### src/hdl/wsc_pkg.sv
// constants, opcodes and host register map of the wiper serial control
// Notes on behaviour
// [RQ1] short code sits in low bits, leading bits ignored
// [RQ2] 12-bit code: first four data bits discarded
// [RQ3] shifted-through bits leave on chain data output
// [RQ4] two chained devices take one double frame
// [RQ5] host holds frame select low whole transfer
// [RQ6] frame select rising completes the command
// [RQ7] wrong serial clock count drops the frame
// [RQ8] clock counter clears while frame select high
// [RQ9] increment and decrement step all wipers together
// [RQ10] restore command reloads all wipers from memory
// [RQ11] load pin copies input register to wiper
// [RQ12] load updates selected wiper or all wipers
// [RQ13] readback returns last write-selected channel wiper
// [RQ14] host selects channel by dummy write first
// [RQ15] write protect blocks wiper changing commands
// [RQ16] write protect still allows restore from memory
// [RQ17] recall pin overwrites wipers from memory
// [RQ18] ready output shows command done; host waits
// [RQ19] without memory, reset presets wipers midscale
// [RQ20] with memory, wipers load stored value at reset
// [RQ21] store command copies wiper into memory
// [RQ22] msb first, sampled only while frame selected
package wsc_pkg;
  // ****************************************************
  // frame layout
  // ****************************************************
  localparam int FRAME_BITS = 24;
  localparam int CODE_W     = 12;
  localparam int CH         = 4;
  localparam int CH_W       = 2;
  localparam int OP_MSB     = 23;
  localparam int OP_LSB     = 20;
  localparam int CHF_MSB    = 19;
  localparam int CHF_LSB    = 16;
  localparam logic [3:0]        CH_ALL   = 4'hf;
  localparam logic [CODE_W-1:0] MIDSCALE = 12'h800;
  localparam logic [CODE_W-1:0] CODE_MAX = 12'hfff;

  typedef enum logic [3:0] {
    OP_NOP      = 4'h0,
    OP_WR_INPUT = 4'h1,
    OP_WR_WIPER = 4'h2,
    OP_READ     = 4'h3,
    OP_INC_ALL  = 4'h4,
    OP_DEC_ALL  = 4'h5,
    OP_STORE_NV = 4'h6,
    OP_WR_NV    = 4'h7,
    OP_RESTORE  = 4'h8,
    OP_LOAD     = 4'h9,
    OP_SELECT   = 4'ha
  } wsc_op_e;

  // ****************************************************
  // timing
  // ****************************************************
  localparam int CLK_NS       = 20;
  localparam int NV_WRITE_NS  = 1000;
  localparam int NV_WRITE_CYC = (NV_WRITE_NS + CLK_NS - 1) / CLK_NS;
  localparam int SCLK_HALF    = 8;

  // ****************************************************
  // host register map
  // ****************************************************
  localparam logic [7:0] REG_TX0    = 8'h00;
  localparam logic [7:0] REG_TX1    = 8'h04;
  localparam logic [7:0] REG_GO     = 8'h08;
  localparam logic [7:0] REG_STATUS = 8'h0c;
  localparam logic [7:0] REG_RX0    = 8'h10;
  localparam logic [7:0] REG_RX1    = 8'h14;
  localparam logic [7:0] REG_PINS   = 8'h18;
endpackage

### src/hdl/wsc_link_if.sv
// serial link between host and wiper device
`timescale 1ns/1ps
interface wsc_link_if;
  logic sclk;
  logic frame_n;
  logic serial_in;
  logic chain_data_out;
  logic ready;
  logic load_wiper_n;
  logic write_protect_n;
  logic nonvolatile_recall_n;
  modport dev (input sclk, frame_n, serial_in, load_wiper_n, write_protect_n, nonvolatile_recall_n,
               output chain_data_out, ready);
  modport host (output sclk, frame_n, serial_in, load_wiper_n, write_protect_n, nonvolatile_recall_n,
                input chain_data_out, ready);
endinterface

### src/hdl/wsc_device.sv
// wiper device end: serial port, wiper, input and memory registers
//
// The strobed register port and the register offsets were decided locally.
`timescale 1ns/1ps
module wsc_device
  import wsc_pkg::*;
#(
  parameter bit HAS_NV = 1'b1          // device has nonvolatile memory
) (
  input  wire logic               clk,        // system clock
  input  wire logic               srst,       // synchronous reset
  wsc_link_if.dev                 link,       // serial link
  output logic [CH*CODE_W-1:0]    wiper_code, // wiper positions, channel 0 low
  output logic                    frame_drop  // pulse: frame discarded
);
  // ****************************************************
  // state
  // ****************************************************
  typedef enum {DV_BOOT, DV_IDLE, DV_NVWR} wsc_dev_st_e;

  typedef struct packed {
    logic [1:0]                       sclk_s;
    logic [1:0]                       frame_s;
    logic [1:0]                       sin_s;
    logic [1:0]                       ld_s;
    logic [1:0]                       wp_s;
    logic [1:0]                       rc_s;
    logic                             sclk_d;
    logic                             frame_d;
    logic                             ld_d;
    logic                             rc_d;
    logic [FRAME_BITS-1:0]            sh;
    logic [$clog2(FRAME_BITS)-1:0]    bcnt;
    logic                             got;
    logic [CH-1:0][CODE_W-1:0]        inreg;
    logic [CH-1:0][CODE_W-1:0]        wiper;
    logic [CH-1:0][CODE_W-1:0]        nv;
    logic [CH_W-1:0]                  sel;
    logic                             ld_all;
    logic [15:0]                      busy;
    wsc_dev_st_e                      st;
    logic                             ready;
    logic                             drop;
  } wsc_dev_s;

  wsc_dev_s r;
  wsc_dev_s n;

  logic                   rise;
  logic                   fr_end;
  logic                   wp;
  logic                   all;
  logic [CH_W-1:0]        ch;
  logic [CODE_W-1:0]      code;
  wsc_op_e                op;

  // ****************************************************
  // next state
  // ****************************************************
  always_comb begin
    n        = r;
    n.drop   = 1'b0;
    n.sclk_s = {r.sclk_s[0], link.sclk};
    n.frame_s = {r.frame_s[0], link.frame_n};
    n.sin_s  = {r.sin_s[0], link.serial_in};
    n.ld_s   = {r.ld_s[0], link.load_wiper_n};
    n.wp_s   = {r.wp_s[0], link.write_protect_n};
    n.rc_s   = {r.rc_s[0], link.nonvolatile_recall_n};
    n.sclk_d = r.sclk_s[1];
    n.frame_d = r.frame_s[1];
    n.ld_d   = r.ld_s[1];
    n.rc_d   = r.rc_s[1];

    rise   = r.sclk_s[1] & ~r.sclk_d;
    fr_end = r.frame_s[1] & ~r.frame_d;
    wp     = ~r.wp_s[1];
    op     = wsc_op_e'(r.sh[OP_MSB:OP_LSB]);
    all    = (r.sh[CHF_MSB:CHF_LSB] == CH_ALL);
    ch     = r.sh[CHF_LSB+CH_W-1:CHF_LSB];
    code   = r.sh[CODE_W-1:0];                     // RQ1 RQ2

    // serial shifter
    if (r.frame_s[1]) begin
      n.bcnt = '0;                                 // RQ8
      n.got  = 1'b0;
    end else if (rise) begin
      n.sh   = {r.sh[FRAME_BITS-2:0], r.sin_s[1]}; // RQ22 RQ3 RQ4
      n.bcnt = (r.bcnt == ($clog2(FRAME_BITS))'(FRAME_BITS-1)) ? '0 : r.bcnt + 1'b1;
      n.got  = 1'b1;
    end

    // ****************************************************
    // sequencer
    // ****************************************************
    unique case (r.st)
      DV_BOOT: begin
        if (HAS_NV) begin
          n.wiper = r.nv;                          // RQ20
          n.inreg = r.nv;
        end
        n.st = DV_IDLE;
      end
      DV_NVWR: begin
        n.busy = r.busy - 1'b1;
        if (r.busy == '0) begin
          n.st = DV_IDLE;
        end
      end
      DV_IDLE: begin
        // load pin falling edge
        if (!r.ld_s[1] && r.ld_d && !wp) begin     // RQ11 RQ15
          for (int i = 0; i < CH; i++) begin
            if (r.ld_all || i == int'(r.sel)) begin // RQ12
              n.wiper[i] = r.inreg[i];
            end
          end
        end
        // recall pin falling edge, allowed under protect
        if (HAS_NV && !r.rc_s[1] && r.rc_d) begin
          n.wiper = r.nv;                          // RQ17 RQ16
        end
        if (fr_end && r.got) begin                 // RQ6
          if (r.bcnt != '0) begin
            n.drop = 1'b1;                         // RQ7
          end else begin
            unique case (op)
              OP_WR_INPUT, OP_WR_WIPER, OP_LOAD: begin
                if (!wp) begin                     // RQ15
                  for (int i = 0; i < CH; i++) begin
                    if (all || i == int'(ch)) begin
                      if (op != OP_LOAD) begin
                        n.inreg[i] = code;
                      end
                      if (op == OP_WR_WIPER) begin
                        n.wiper[i] = code;
                      end
                      if (op == OP_LOAD) begin
                        n.wiper[i] = r.inreg[i];   // RQ12
                      end
                    end
                  end
                  n.sel    = ch;                   // RQ13
                  n.ld_all = all;
                end
              end
              OP_SELECT: begin
                n.sel = ch;                        // RQ14
              end
              OP_READ: begin
                n.sh = FRAME_BITS'(r.wiper[r.sel]); // RQ13
              end
              OP_INC_ALL, OP_DEC_ALL: begin
                if (!wp) begin                     // RQ15
                  for (int i = 0; i < CH; i++) begin
                    if (op == OP_INC_ALL && r.wiper[i] != CODE_MAX) begin
                      n.wiper[i] = r.wiper[i] + 1'b1; // RQ9
                    end
                    if (op == OP_DEC_ALL && r.wiper[i] != '0) begin
                      n.wiper[i] = r.wiper[i] - 1'b1; // RQ9
                    end
                  end
                end
              end
              OP_STORE_NV, OP_WR_NV: begin
                if (!wp && HAS_NV) begin           // RQ15
                  for (int i = 0; i < CH; i++) begin
                    if (all || i == int'(ch)) begin
                      n.nv[i] = (op == OP_WR_NV) ? code : r.wiper[i]; // RQ21
                    end
                  end
                  n.sel  = ch;
                  n.busy = 16'(NV_WRITE_CYC - 1);
                  n.st   = DV_NVWR;
                end
              end
              OP_RESTORE: begin
                if (HAS_NV) begin
                  n.wiper = r.nv;                  // RQ10 RQ16
                end
              end
              default: begin
              end
            endcase
          end
        end
      end
    endcase
    if (fr_end && r.got && r.st != DV_IDLE) begin
      n.drop = 1'b1;
    end
    n.ready = (n.st == DV_IDLE);                   // RQ18
  end

  // ****************************************************
  // registers
  // ****************************************************
  always_ff @(posedge clk) begin
    if (srst) begin
      r         <= '0;
      r.frame_s <= 2'h3;
      r.frame_d <= 1'b1;
      r.ld_s    <= 2'h3;
      r.ld_d    <= 1'b1;
      r.wp_s    <= 2'h3;
      r.rc_s    <= 2'h3;
      r.rc_d    <= 1'b1;
      r.inreg   <= {CH{MIDSCALE}};
      r.wiper   <= {CH{MIDSCALE}};                 // RQ19
      r.nv      <= {CH{MIDSCALE}};                 // RQ20
      r.st      <= DV_BOOT;
    end else begin
      r <= n;
    end
  end

  assign link.chain_data_out = r.sh[FRAME_BITS-1]; // RQ3
  assign link.ready          = r.ready;
  assign wiper_code          = r.wiper;
  assign frame_drop          = r.drop;
endmodule

### src/flat_wrapper.sv
// flat-port wrapper written by rule: the top's interface ports become plain ports
module wsc_device_flat import wsc_pkg::*;
#(
  parameter bit HAS_NV = 1'b1                                          
)
  (clk, srst, wiper_code, frame_drop, link_sclk, link_frame_n, link_serial_in, link_load_wiper_n, link_write_protect_n, link_nonvolatile_recall_n, link_chain_data_out, link_ready);
  wsc_link_if link_i ();
  input  wire logic clk;
  input  wire logic srst;
  output logic [CH*CODE_W-1:0] wiper_code;
  output logic frame_drop;
  input wire logic [$bits(link_i.sclk)-1:0] link_sclk;
  input wire logic [$bits(link_i.frame_n)-1:0] link_frame_n;
  input wire logic [$bits(link_i.serial_in)-1:0] link_serial_in;
  input wire logic [$bits(link_i.load_wiper_n)-1:0] link_load_wiper_n;
  input wire logic [$bits(link_i.write_protect_n)-1:0] link_write_protect_n;
  input wire logic [$bits(link_i.nonvolatile_recall_n)-1:0] link_nonvolatile_recall_n;
  output wire logic [$bits(link_i.chain_data_out)-1:0] link_chain_data_out;
  output wire logic [$bits(link_i.ready)-1:0] link_ready;
  assign link_i.sclk = link_sclk;
  assign link_i.frame_n = link_frame_n;
  assign link_i.serial_in = link_serial_in;
  assign link_i.load_wiper_n = link_load_wiper_n;
  assign link_i.write_protect_n = link_write_protect_n;
  assign link_i.nonvolatile_recall_n = link_nonvolatile_recall_n;
  assign link_chain_data_out = link_i.chain_data_out;
  assign link_ready = link_i.ready;
  wsc_device #(.HAS_NV(HAS_NV)) u_core (.clk(clk), .srst(srst), .link(link_i), .wiper_code(wiper_code), .frame_drop(frame_drop));
endmodule
### config.mk
export PLATFORM = sky130hd
export DESIGN_NAME = wsc_device_flat
export DESIGN_NICKNAME = d
export VERILOG_FILES = /design/src/hdl/wsc_pkg.sv /design/src/hdl/wsc_link_if.sv /design/src/hdl/wsc_device.sv /design/src/flat_wrapper.sv
export SDC_FILE = /design/constraint.sdc
export NUM_CORES = 1
export LEC_CHECK = 0
export ABC_AREA = 1
export BUFFER_PORTS_ARGS = -buffer_cell sky130_fd_sc_hd__buf_2
export CAP_MARGIN = 10
export CELL_PAD_IN_SITES_DETAIL_PLACEMENT = 1
export CELL_PAD_IN_SITES_GLOBAL_PLACEMENT = 1
export CORE_MARGIN = 2
export CORE_UTILIZATION = 45
export DETAILED_ROUTE_END_ITERATION = 7
export PLACE_DENSITY_LB_ADDON = 0.1
export SLEW_MARGIN = 40
export SYNTH_ARGS = -nofsm -noshare
export SYNTH_HDL_FRONTEND = slang
export SYNTH_SLANG_ARGS = --single-unit
### constraint.sdc
create_clock -name clk -period 2.45 [get_ports clk]
set_input_delay 0.245 -clock clk [delete_from_list [all_inputs] [get_ports clk]]
set_output_delay 0.245 -clock clk [all_outputs]
set_load 0.005 [all_outputs]
==> run summary, run 1 <==
After routing the design area is 20050 um^2. The number of antenna violations at the first check in global routing is 6. The startpoint identified for the worst hold timing path is srst. The number of non-filler instances in the completed layout came out at 3430. The floorplan has 71 rows. Summed over all cells, the static leakage comes to 8.802 nW. The share of cells above drive strength 1 is 13.59%. The fraction of the cycle the final worst path needs is 100.6%. The max capacitance violation total is 0. Dividing the detail-routed wire length by the instance count gives 24.70 um. The width of the die is 197.9 um.

Headroom to the max-slew limit came out at 46.75%. The signal arrival time at the worst endpoint came out at 2.94 ns. The final reports fail on setup timing.

The global placement routability congestion came out at 0.9603. In this run the remaining antenna-violating nets after routing total 0. The sequential element share of the synthesized area is 28.76%.

STA classifies the critical path startpoint as a flop. The largest driver fanout on the critical path came out at 38. The hold violation total from the final report is 0. The remaining design rule violation count is 0.

Relative to the synthesized area, the layout overhead comes to 18.54%. Synthesis produced 2815 cells. Entering global routing, the biggest net connects 94 pins. The final worst setup slack came out at -0.01457 ns. The maximum buffer depth of the clock tree is 3. The highest ir drop seen on vdd came out at 0.0005627 V. The worst hold path belongs to the class input port to flop. The final setup skew came out at 0.01632 ns. The most critical setup path has its startpoint at u_core.link.chain_data_out$_SDFF_PP0_. The via count of the first global-routing pass is 21.23k. The total global routing track utilization came out at 42.02%. The minimum clock period after layout came out at 2.465 ns. The run finished, with violations left.

The final-stage net count is 2946. Measured on the finished design, the core utilization comes to 53.74%. The mean instance size in the synthesized netlist came out at 6.009 um^2. The mean number of vias per cell is 6.120. The overall via count from detail_route is 20.99k. The area of the die came out at 39160 um^2. The number of clock buffers added by TritonCTS is 30.

The instance count along the most critical hold path came out at 4. The number of search-and-repair iterations in the first detailed-routing pass came out at 5. The placeable core area came out at 37310 um^2. The number of sinks on the clock net came out at 243. The number of register bits inferred by synthesis came out at 243. The number of top-level design ports is 59. The fmax is 405.8 MHz.

The area share of the largest cell type after synthesis is 28.76%. The initial standard-cell utilization of the core is 45.34%. The estimated wirelength of the detail-placed design came out at 58820 um.

The number of warnings printed during yosys synthesis came out at 0. The chip height is 197.9 um. The first-pass GRT wire length is 124600 um. The max-slew violation count came out at 0. The category of the worst setup path capture point is a flop. Yosys attributes the largest share of cell area to sky130_fd_sc_hd__dfxtp_1 (29%), sky130_fd_sc_hd__nand2_1 (16%), sky130_fd_sc_hd__o21ai_0 (11%). Setup repair after global routing could not meet its margin everywhere. Clock-pin slew was measured on the worst setup and hold paths at 0.06 ns. By startpoint and endpoint, the worst setup path is classified as flop to flop. The minimum hold slack is 0.09346 ns. The insertion delay to the later sink of the worst-skew pair came out at 0.59 ns. The actual slew at the worst max-slew pin came out at 0.7987 ns. Port buffering added 58 buffers. At the worst endpoint, the required time is 2.92 ns. The cell count of the worst reg-to-reg path came out at 14. The TritonCTS clock tree is done. The distinct cell type count after synthesis is 44.

The number of levels in the clock H-tree came out at 1. The cell taking the most area after synthesis is sky130_fd_sc_hd__dfxtp_1. The post-synthesis cell area is 16920 um^2.

The routed wire length came out at 84720 um. The final-report setup violation count is 1. The startpoint of the worst-slack reg-to-reg timing path is u_core.link.chain_data_out$_SDFF_PP0_.

Dividing total power by cell area gives a power density of 466.7 nW/um^2. The starting DRC count in detailed routing is 1907. Once placement completed, the tool counted placed cells totaling 3355. The total overflow left after global routing is 0. Clock tree synthesis selected as its root buffer the cell sky130_fd_sc_hd__clkbuf_16. The overall power after layout is 9.358 mW.

The post-placement cell area is 18590 um^2.
-- worst paths after layout --
path                                              to  slack (ns)
setup / recovery  u_core.wiper_code[47]$_SDFFE_PP1P_       -0.01
hold / removal             u_core.r[52]$_SDFFE_PP0P_        0.09
setup reg to reg  u_core.wiper_code[47]$_SDFFE_PP1P_       -0.01
hold reg to reg             u_core.r[238]$_SDFF_PP0_        0.41
-- final cells by class --
cell class                 instances  area, um^2
fill                            5127       17260
multi-input combinational       2133       10370
sequential                       243        4875
timing repair buffer             263        2157
inverter                         255       965.9
clock buffer                      37       828.3
tap                              474       593.1
clock inverter                    19       246.5
antenna                            5       12.51
timing repair inverter             1       7.507
-- Yosys cell counts --
| cell | number |
|---|---|
| sky130_fd_sc_hd__mux2_2 | 3 |
| sky130_fd_sc_hd__nor3_1 | 35 |
| sky130_fd_sc_hd__mux2i_1 | 6 |
| sky130_fd_sc_hd__a21oi_1 | 241 |
| sky130_fd_sc_hd__o2111ai_1 | 2 |
| sky130_fd_sc_hd__clkbuf_1 | 124 |
| sky130_fd_sc_hd__xor2_1 | 58 |
| sky130_fd_sc_hd__o21a_1 | 2 |
| sky130_fd_sc_hd__a21oi_2 | 3 |
| sky130_fd_sc_hd__inv_2 | 6 |
| sky130_fd_sc_hd__a22oi_1 | 9 |
| sky130_fd_sc_hd__o211ai_1 | 32 |
| sky130_fd_sc_hd__o22ai_1 | 46 |
| sky130_fd_sc_hd__and2_1 | 1 |
| sky130_fd_sc_hd__or2_1 | 2 |
| sky130_fd_sc_hd__nand4_1 | 10 |
| sky130_fd_sc_hd__clkinv_1 | 8 |
| sky130_fd_sc_hd__nand2_1 | 736 |
| sky130_fd_sc_hd__buf_2 | 31 |
| sky130_fd_sc_hd__nor2_1 | 228 |
| sky130_fd_sc_hd__o41ai_1 | 1 |
| sky130_fd_sc_hd__nand2_2 | 3 |
| sky130_fd_sc_hd__o21ai_1 | 7 |
| sky130_fd_sc_hd__nor2_2 | 3 |
| sky130_fd_sc_hd__o21ai_0 | 381 |
| sky130_fd_sc_hd__nand3_2 | 1 |
| sky130_fd_sc_hd__xnor2_1 | 13 |
| sky130_fd_sc_hd__nor3_4 | 1 |
| sky130_fd_sc_hd__conb_1 | 1 |
| sky130_fd_sc_hd__nor3b_1 | 1 |
| sky130_fd_sc_hd__buf_1 | 8 |
| sky130_fd_sc_hd__and3_1 | 3 |
| sky130_fd_sc_hd__inv_1 | 241 |
| sky130_fd_sc_hd__nand3_1 | 195 |
| sky130_fd_sc_hd__a211oi_1 | 10 |
| sky130_fd_sc_hd__ha_1 | 11 |
| sky130_fd_sc_hd__or2_2 | 13 |
| sky130_fd_sc_hd__buf_4 | 50 |
| sky130_fd_sc_hd__o31ai_1 | 3 |
| sky130_fd_sc_hd__dfxtp_1 | 243 |
| sky130_fd_sc_hd__o21ai_2 | 2 |
| sky130_fd_sc_hd__nor4_1 | 8 |
| sky130_fd_sc_hd__nand3b_1 | 5 |
| sky130_fd_sc_hd__a31oi_1 | 28 |
-- per-layer routing --
metal,GRT usage (%),vias up,share of wire (%)
met1,50.70,10070,38
met5,0,-,0.033
li1,-,9469,-
met3,8.840,345,9.9
met4,28.13,4,7.2
met2,67.51,1109,45
-- per-stage QoR --
step | TNS, ns | setup slack [ns]
after floorplan | 0 | 0.3406
after global placement | -0.2305 | -0.2305
after detailed placement | -0.2746 | -0.2746
after CTS | 0 | 0.002194
after global routing | -0.8536 | -0.1424
final | -0.01457 | -0.01457
-- sequential cells by signal (all words and copies together) (netlist names) --
| register | flops |
|---|---|
| u_core.code | 12 |
| u_core.frame_drop | 1 |
| u_core.wiper_code | 48 |
| u_core.link.ready | 1 |
| u_core.r | 165 |
| u_core.ch | 2 |
| u_core.n | 10 |
| u_core.op | 3 |
| u_core.link.chain_data_out | 1 |
-- cell usage in the layout, fill, tap and decap left out, types with 10 or more instances in the layout --
cell type                     n
sky130_fd_sc_hd__inv_2       11
sky130_fd_sc_hd__o21ai_0    374
sky130_fd_sc_hd__a31oi_1     28
sky130_fd_sc_hd__xnor2_1     13
sky130_fd_sc_hd__a211oi_1    10
sky130_fd_sc_hd__o22ai_1     46
sky130_fd_sc_hd__or2_2       13
sky130_fd_sc_hd__buf_2       58
sky130_fd_sc_hd__dfxtp_1    237
sky130_fd_sc_hd__o21ai_1     14
sky130_fd_sc_hd__inv_1      235
sky130_fd_sc_hd__nand4_1     10
sky130_fd_sc_hd__buf_12      21
sky130_fd_sc_hd__nor2_1     214
sky130_fd_sc_hd__xor2_1      58
sky130_fd_sc_hd__nand2_2     17
sky130_fd_sc_hd__nor3_1      33
sky130_fd_sc_hd__buf_4      172
sky130_fd_sc_hd__nand3_1    189
sky130_fd_sc_hd__nand2_1    720
sky130_fd_sc_hd__ha_1        11
sky130_fd_sc_hd__clkbuf_16   33
sky130_fd_sc_hd__o211ai_1    32
sky130_fd_sc_hd__conb_1      30
sky130_fd_sc_hd__a21oi_1    240
-- logic make-up after synthesis --
group                    synth area share [%]
AO/OA/AOI/OAI                           24.25
XOR/XNOR                                3.676
adder cells (fa/ha/maj)                0.8136
buffers and inverters                   11.72
flip-flops                              28.76
multiplexers                           0.5547
other                                 0.02217
AND/OR/NAND/NOR                         30.21
-- worst max-delay path, cell delays in order, from the launching register on --
cell	delay, ns
sky130_fd_sc_hd__dfxtp_1	0.36
sky130_fd_sc_hd__nor2_1	0.32
sky130_fd_sc_hd__nand2_4	0.13
sky130_fd_sc_hd__buf_4	0.20
sky130_fd_sc_hd__nand2_2	0.12
sky130_fd_sc_hd__nor3_2	0.09
sky130_fd_sc_hd__nor2_4	0.26
sky130_fd_sc_hd__inv_2	0.10
sky130_fd_sc_hd__buf_12	0.18
sky130_fd_sc_hd__a21oi_1	0.17
sky130_fd_sc_hd__nand3_1	0.13
sky130_fd_sc_hd__nand2_1	0.09
sky130_fd_sc_hd__nand2_1	0.09
sky130_fd_sc_hd__nand2_1	0.07
sky130_fd_sc_hd__nand2_1	0.04
-- power by group --
part | internal [mW] | switching (mW) | total, mW | leakage, nW
combinational | 0.116 | 0.316 | 0.432 | 6.32
sequential | 3.99 | 0.0163 | 4.01 | 1.98
clock | 2.93 | 1.98 | 4.92 | 0.511
-- timing repair --
item	CTS	global route
endpoints found under the setup margin	3	98
endpoints found under the hold margin	6	0
hold buffers	6	0
pin swaps	0	3
cloned	0	3
gates resized for setup	4	65
buffers inserted	0	5
(Power assumes the default switching activity.)
==> run 2, diff against run 1 <==
- MAX_ROUTING_LAYER: default -> met4
==> run 2 against run 1 <==
Net effect: highest routed layer is now met4; worst hold slack gained 0.22 ns; via count increased by 1.2%; largest power group unchanged; power about the same; global-route usage up 2.1 points; critical endpoint is now u_core.r[78]$_SDFFE_PP0P_; core utilization shrank 0.19 points; the run now ends clean.
==> run summary, run 2 (synthesis gave the netlist of run 1 again) <==
IR analysis of the VDD net gives a maximum drop of 0.0007199 V. The leading cell type in the layout, fill and taps excluded is sky130_fd_sc_hd__nand2_1. The number of top-level design ports is 59. In this run the horizontal extent of the chip is 197.9 um. Once the floorplan was initialized, standard cells occupied 45.34% of the core.

The reported net switching power came out at 2.314 mW. The number of search-and-repair iterations in the first detailed-routing pass came out at 6. The largest incremental delay on the critical path is 0.33 ns. The hold violation total from the final report was 0. The global placement routability congestion came out at 1.000. The destination of the worst hold path is u_core.wiper_code[5]$_SDFFE_PP0P_. After layout, the minimum clock period comes to 2.378 ns.

The largest individual stage delay along the critical path comes from the cell sky130_fd_sc_hd__nor3_4. The path category of the worst min-delay check is input port to flop. The portion of total power attributed to combinational logic is 4.6%. The TritonCTS clock tree is done. The placement-stage worst setup slack is -0.08369 ns. The critical path is of the flop to flop type. Once detail routing completed, the nets flagged for antenna violations numbered 0. The final-stage net count is 2938. The clock-pin transition on the worst setup and hold timing paths came out at 0.07 ns.

Cell internal power was estimated by the tool at 7.042 mW. The max capacitance violation total came out at 0. The mean number of vias per cell is 6.202. The maximum number of pins on one net before global-route repair is 90. The first global-routing pass estimated 126900 um of wire. The total global routing track utilization is 44.17%.

The final setup skew came out at 0.01679 ns. The estimated wirelength of the detail-placed design is 59580 um. The startpoint of the worst hold path is srst.

The layout has 5166 filler cells. The endpoint identified for the worst register-to-register timing path is u_core.r[78]$_SDFFE_PP0P_. The final worst setup slack is 0.07173 ns. The fmax came out at 420.5 MHz. The register-to-register setup slack is 0.07 ns. The remaining design rule violation count is 0. The max-slew violation count is 0.

The utilization after layout is 53.55%. The starting DRC count in detailed routing is 2081. On the critical path the largest part of the delay comes from simple AND/OR/NAND/NOR gates. The overall via count from detail_route is 21.24k. The required time at the worst-slack endpoint is 2.91 ns. The TritonCTS buffer count came out at 30. The ratio of total power to cell area is 468.3 nW/um^2. The chip height came out at 197.9 um.

The total of buffers placed on input and output ports came out at 58. STA classifies the critical path endpoint as a flop. In this run the critical register-to-register path is launched from u_core.r[8]$_SDFF_PP0_. For the pin with the worst max-slew slack, the measured transition is 0.8472 ns. The critical path runs through a total of 12 cells. The routed wire length is 86020 um. The category of the worst setup path launch point is a flop. The number of antenna violations at the first check in global routing came to 7. The number of flip-flops in the largest register is 165. The clock tree root buffer cell is sky130_fd_sc_hd__clkbuf_16. The flow ran to the end, and the final reports show no timing, DRC or antenna violations.

Leaving out fill and tap cells, the most frequent cells in the layout are sky130_fd_sc_hd__nand2_1 (721), sky130_fd_sc_hd__o21ai_0 (377), sky130_fd_sc_hd__a21oi_1 (241). The maximum buffer depth of the clock tree came out at 3. For this design, the sink count on the clock tree is 243. The insertion delay to the later sink of the worst-skew pair came out at 0.60 ns. Walking the worst path, the cells encountered are nor2_1 > nand2_1 > nor2_1 > inv_1 > nor3_2 > nand2_4 > nor3_4 > buf_4 > nand2_1 > buf_12 > o21ai_0 > a21oi_1. The reported leakage power is 8.796 nW. The switching fraction of total power is 24.73%. The via count of the first global-routing pass came out at 21.36k.

The per-cell routed wire length is 25.12 um. Along the worst hold path, the cell count comes to 5. The share of cells above drive strength 1 is 12.95%. The core region is 37310 um^2. Data on the critical path arrives at its endpoint at 2.84 ns. More flip-flops sit in one register than any other, and that register is u_core.r. The area growth from synthesis to layout is 18.11%.

The share of total power in the clock network is 52.5%. The global-route congestion overflow total is 0. The largest driver fanout on the critical path is 23.

The area of the die came out at 39160 um^2. Row generation in the floorplan step produced 71 rows. The number of levels in the clock H-tree came out at 1.

The worst register-to-register path has a depth of 12. The fraction of the cycle the final worst path needs came out at 97.07%. Together, buffers and inverters on the worst path number 3. The remaining max-slew budget at the tightest pin came out at 43.52%. The share of total power in sequential cells came out at 42.8%. The final-report setup violation count is 0.
run 2: cell types whose count changed in the layout (fill, tap and decap cells not counted), sizes merged:
| cell | before | now |
|---|---|---|
| clkinv | 13 | 12 |
| diode | 5 | 9 |
| clkbuf | 39 | 40 |
| clkinvlp | 9 | 5 |
| buf | 255 | 250 |
run 2: final cells by class:
cell class,instances,area (um^2),area share [%]
flip-flops and latches,243,4871,24.38
clock inverters,15,221.5,1.108
well taps,474,593.1,2.968
diodes,9,22.52,0.1127
clock buffers,40,839.6,4.202
multi-input cells,2133,10360,51.86
repair buffers,256,2108,10.55
inverters,255,962.2,4.816
run 2: power by group through the flow:
| stage | Clock [mW] | Sequential [mW] | Combinational (mW) |
|---|---|---|---|
| after detailed placement | 0 | 4.09 | 0.395 |
| final | 4.92 | 4.01 | 0.434 |
| after global routing | 5.07 | 4.01 | 0.461 |
| after floorplan | 0 | 4.09 | 0.230 |
| after global placement | 0 | 4.09 | 0.383 |
| after CTS | 4.89 | 4.01 | 0.407 |
run 2: worst max path at each step:
stage | from | end | slack, ns
2_1_floorplan | u_core.r[198]$_SDFFE_PP0P_ | u_core.r[93]$_SDFFE_PP0P_ | 0.34
3_3_place_gp | u_core.wiper_code[1]$_SDFFE_PP0P_ | u_core.wiper_code[6]$_SDFFE_PP0P_ | 0.05
3_5_place_dp | u_core.op[2]$_SDFF_PP0_ | u_core.wiper_code[11]$_SDFFE_PP1P_ | -0.08
4_1_cts | u_core.op[1]$_SDFF_PP0_ | u_core.wiper_code[26]$_SDFFE_PP0P_ | 0.01
5_1_grt | u_core.op[1]$_SDFF_PP0_ | u_core.wiper_code[26]$_SDFFE_PP0P_ | -0.01
6_report | u_core.r[8]$_SDFF_PP0_ | u_core.r[78]$_SDFFE_PP0P_ | 0.07
run 2: timing repair:
| item | in CTS | in global routing |
|---|---|---|
| endpoints found under the hold margin | 6 | 0 |
| setup buffers | 0 | 5 |
| hold buffers | 6 | 0 |
| pin swaps | 0 | 4 |
| setup endpoints to repair | 8 | 135 |
| resized for setup | 5 | 51 |
run 2: per-layer routing:
| metal | up-vias | track usage, % | routed length [um] |
|---|---|---|---|
| met5 | - | - | 0 |
| met4 | 0 | 29.38 | 6087 |
| met3 | 354 | 10.65 | 8315 |
| met2 | 1122 | 68.21 | 38580 |
| met1 | 10310 | 51.09 | 33040 |
| li1 | 9461 | - | - |
run 2: worst reg2reg max path, stage by stage, from the launching register on:
cell and delay (ns):
sky130_fd_sc_hd__dfxtp_1 0.30, sky130_fd_sc_hd__nor2_1 0.17, sky130_fd_sc_hd__nand2_1 0.12, sky130_fd_sc_hd__nor2_1 0.13
sky130_fd_sc_hd__inv_1 0.10, sky130_fd_sc_hd__nor3_2 0.24, sky130_fd_sc_hd__nand2_4 0.13, sky130_fd_sc_hd__nor3_4 0.33
sky130_fd_sc_hd__buf_4 0.19, sky130_fd_sc_hd__nand2_1 0.08, sky130_fd_sc_hd__buf_12 0.16, sky130_fd_sc_hd__o21ai_0 0.22
sky130_fd_sc_hd__a21oi_1 0.08
run 2: stage by stage:
stage | hold WS [ns] | cell area [um^2] | total power, mW | TNS (ns) | std cells
6_report | 0.3125 | 19980 | 9.356 | 0 | 3425
5_1_grt | 0.3325 | 19980 | 9.537 | -0.03047 | 3424
4_1_cts | 0.2773 | 19760 | 9.304 | 0 | 3411
3_5_place_dp | 0.4024 | 18620 | 4.488 | -0.4056 | 3350
3_3_place_gp | 0.3919 | 18620 | 4.473 | 0 | 3350
2_1_floorplan | 0.3488 | 17030 | 4.319 | 0 | 2844
==> run 3, diff against run 2 <==
- CORE_MARGIN: 2 -> default
==> run 3 against run 2 <==
Net effect: worst hold slack got worse by 0.11 ns; die area shrank 2.0%; sequential power about the same; non-clock buffer count is 5 lower; final area barely moved; cell count is 0.47% lower; clock-buffer cell count shrank 6; core utilization up 0.81 points; combinational power fell by 3%; global-route usage rose by 0.55 points; critical path depth is 2 higher; critical path type unchanged; critical endpoint is now u_core.wiper_code[2]$_SDFFE_PP0P_; largest power group unchanged.
==> run summary, run 3 (synthesis gave the netlist of run 1 again) <==
The run finished with clean final reports. The area taken by multi-input logic gates is 10320 um^2. The max-slew violation count is 0. The hold violation total from the final report came out at 0. The category of the worst setup path launch point is a flop.

The layout filler cell count came out at 5063. The analysis attributes to cell leakage a power of 8.745 nW. The maximum buffer depth of the clock tree is 3. Net switching is 23.89% of the power. The global-route congestion overflow total is 0. The signal arrival time at the worst endpoint is 2.90 ns. The total of buffers placed on input and output ports is 58.

CTS built an H-tree with a depth of 1. The overall via count from detail_route is 21.04k. The share of total power in the clock network is 53.9%. The final critical path takes up 98.37% of the cycle. The library cell used most frequently in the layout, excluding fill and tap cells, is sky130_fd_sc_hd__nand2_1.

The critical path goes through inv_1 > nor2_4 > nand2_2 > buf_4 > inv_1 > nor3_1 > nor2_2 > buf_4 > inv_4 > buf_6 > a21oi_1 > nand3_1 > nand2_1 > a21oi_1. In the layout the commonest cells are sky130_fd_sc_hd__nand2_1 (722), sky130_fd_sc_hd__o21ai_0 (379), sky130_fd_sc_hd__a21oi_1 (240). The minimum hold slack is 0.2032 ns. The share of total power in sequential cells came out at 41.7%. The highest ir drop seen on vdd is 0.0005083 V. At the pin with the least slew margin, the transition time is 0.7732 ns.

After the first detailed-routing iteration, the DRC count stood at 2022. Measured along the y axis, the die boundary spans 195.9 um. The estimated wirelength of the detail-placed design is 58290 um. The flip-flop and latch area came out at 4875 um^2. The portion of total power attributed to combinational logic is 4.4%. Clock tree synthesis selected as its root buffer the cell sky130_fd_sc_hd__clkbuf_16.

The via count of the first global-routing pass is 21.56k. The reported net switching power is 2.295 mW. TritonCTS built the clock tree. For this configuration, the core starts out at a cell density of 45.99%. Clock skew on the completed layout was measured at 0.01340 ns. The register with the most flip-flops in the layout has 165 of them. The worst pin sits at a relative slew slack of 48.45%. The global placement routability congestion came out at 1.018.

The area of the die came out at 38370 um^2. For the finished layout, the period the worst path requires is 2.410 ns. The largest incremental delay on the critical path is 0.35 ns. For this design, the slowest cell found on the critical path is sky130_fd_sc_hd__dfxtp_2. The met2 routing resource usage after global routing is 69.28%. The number of top-level design ports is 59. The completed layout was analyzed and its total power is 9.606 mW. The clock-pin transition on the worst setup and hold timing paths is 0.06 ns. The tree built by TritonCTS fans out to 243 sinks. The post-route antenna net violation count is 0.

The ratio of total power to cell area came out at 480.4 nW/um^2. Max-cap violations in this run came to 0. The final-stage net count is 2934. In the routed layout, each cell is associated on average with a via count of 6.172. The cell-internal power is 7.312 mW. Setup repair after global routing could not meet its margin everywhere.

The number of search-and-repair iterations in the first detailed-routing pass came out at 5. The share of cells above drive strength 1 is 12.97%. The placeable core area came out at 36790 um^2.

The largest driver fanout on the critical path is 24. The maximum number of pins on one net before global-route repair is 64. In the global route stage, met1 resource usage came out at 52.21%. The worst hold path belongs to the class input port to flop. The total global routing track utilization came out at 44.72%. After floorplanning, the core was divided into 70 placement rows. The remaining design rule violation count came out at 0. STA classifies the critical path endpoint as a flop. The routed wire length came out at 85180 um. The area growth from synthesis to layout came out at 18.21%. The fmax is 414.9 MHz. In the global route stage, met3 resource usage came out at 7.891%. The global routing stage identified its most utilized layer as met2. At the later pin of the worst-skew pair, clock insertion delay measures 0.59 ns. The TritonCTS buffer count is 30. The width of the die is 195.9 um.

On the critical path the largest part of the delay comes from buffers and inverters. The required time at the worst-slack endpoint is 2.94 ns. The setup path with the least slack is of type flop to flop. The number of antenna violations at the first check in global routing is 5. The per-cell routed wire length is 24.99 um. The first-pass GRT wire length is 127000 um. The final-report setup violation count came out at 0. The critical path contains buffers and inverters numbering 6 combined.

Ranked by flip-flop count, first place goes to u_core.r.
## run 3: cell types whose count changed in the layout (fill, tap and decap cells not counted), sizes merged
cell / previous run / this run
clkbuf: 40 / 35
bufinv: 5 / 8
buf: 250 / 244
clkinvlp: 5 / 10
clkinv: 12 / 13
inv: 248 / 246
diode: 9 / 3
## run 3: layout make-up
cell class              count  area share, %
multi-input cells        2133          51.62
flip-flops and latches    243          24.38
repair buffers            251          10.45
inverters                 255          4.874
clock buffers              34          4.036
well taps                 468          2.928
clock inverters            21          1.639
repair inverters            1        0.03754
diodes                      3        0.03754
## run 3: repair_timing
action                                  in CTS  in global routing
hold endpoints to repair                     6                  0
gates resized for setup                      8                 52
endpoints found under the setup margin      49                109
pin swaps                                    1                  3
setup buffers                                1                  2
gates cloned                                 0                  2
hold buffers                                 6                  0
## run 3: path summary, 6_finish.rpt
kind | slack, ns | endpoint | start | cells past startpoint
max reg2reg | 0.04 | u_core.wiper_code[2]$_SDFFE_PP0P_ | u_core.op[2]$_SDFF_PP0_ | 14
min reg2reg | 0.41 | u_core.r[234]$_SDFF_PP1_ | u_core.n[234]$_SDFF_PP1_ | 1
min | 0.20 | u_core.r[196]$_SDFFE_PP1P_ | srst | 3
max | 0.04 | u_core.wiper_code[2]$_SDFFE_PP0P_ | u_core.op[2]$_SDFF_PP0_ | 14
## run 3: per-stage QoR
step | utilization [%] | setup TNS, ns | area, um^2 | instances | setup slack [ns]
global route | 54.36 | -0.3253 | 20000 | 3409 | -0.09945
CTS | 53.80 | -0.002339 | 19790 | 3402 | -0.002339
global placement | 50.46 | -0.1257 | 18560 | 3340 | -0.1257
finish | 54.36 | 0 | 20000 | 3409 | 0.03986
detailed placement | 50.46 | -1.113 | 18560 | 3340 | -0.1773
floorplan | - | 0 | 17030 | 2844 | 0.3406
## run 3: per-layer routing
metal	vias up	wire [um]	part of all wire [%]
li1	9439	-	-
met1	10140	33160	39
met2	1076	37670	44
met3	380	7623	8.9
met4	0	6728	7.9
met5	-	0	0
## run 3: worst reg2reg max path: stages, from the launching register on
cell and delay (ns):
sky130_fd_sc_hd__dfxtp_2 0.35, sky130_fd_sc_hd__inv_1 0.17, sky130_fd_sc_hd__nor2_4 0.07, sky130_fd_sc_hd__nand2_2 0.12
sky130_fd_sc_hd__buf_4 0.16, sky130_fd_sc_hd__inv_1 0.08, sky130_fd_sc_hd__nor3_1 0.28, sky130_fd_sc_hd__nor2_2 0.08
sky130_fd_sc_hd__buf_4 0.18, sky130_fd_sc_hd__inv_4 0.16, sky130_fd_sc_hd__buf_6 0.27, sky130_fd_sc_hd__a21oi_1 0.07
sky130_fd_sc_hd__nand3_1 0.10, sky130_fd_sc_hd__nand2_1 0.06, sky130_fd_sc_hd__a21oi_1 0.20
## run 3: power groups by stage
stage          Combinational [mW]  Sequential, mW  Clock (mW)
6_report                    0.423            4.01        5.18
5_1_grt                     0.447            4.01        5.35
4_1_cts                     0.401            4.01        5.20
3_5_place_dp                0.387            4.09           0
3_3_place_gp                0.376            4.09           0
2_1_floorplan               0.230            4.09           0
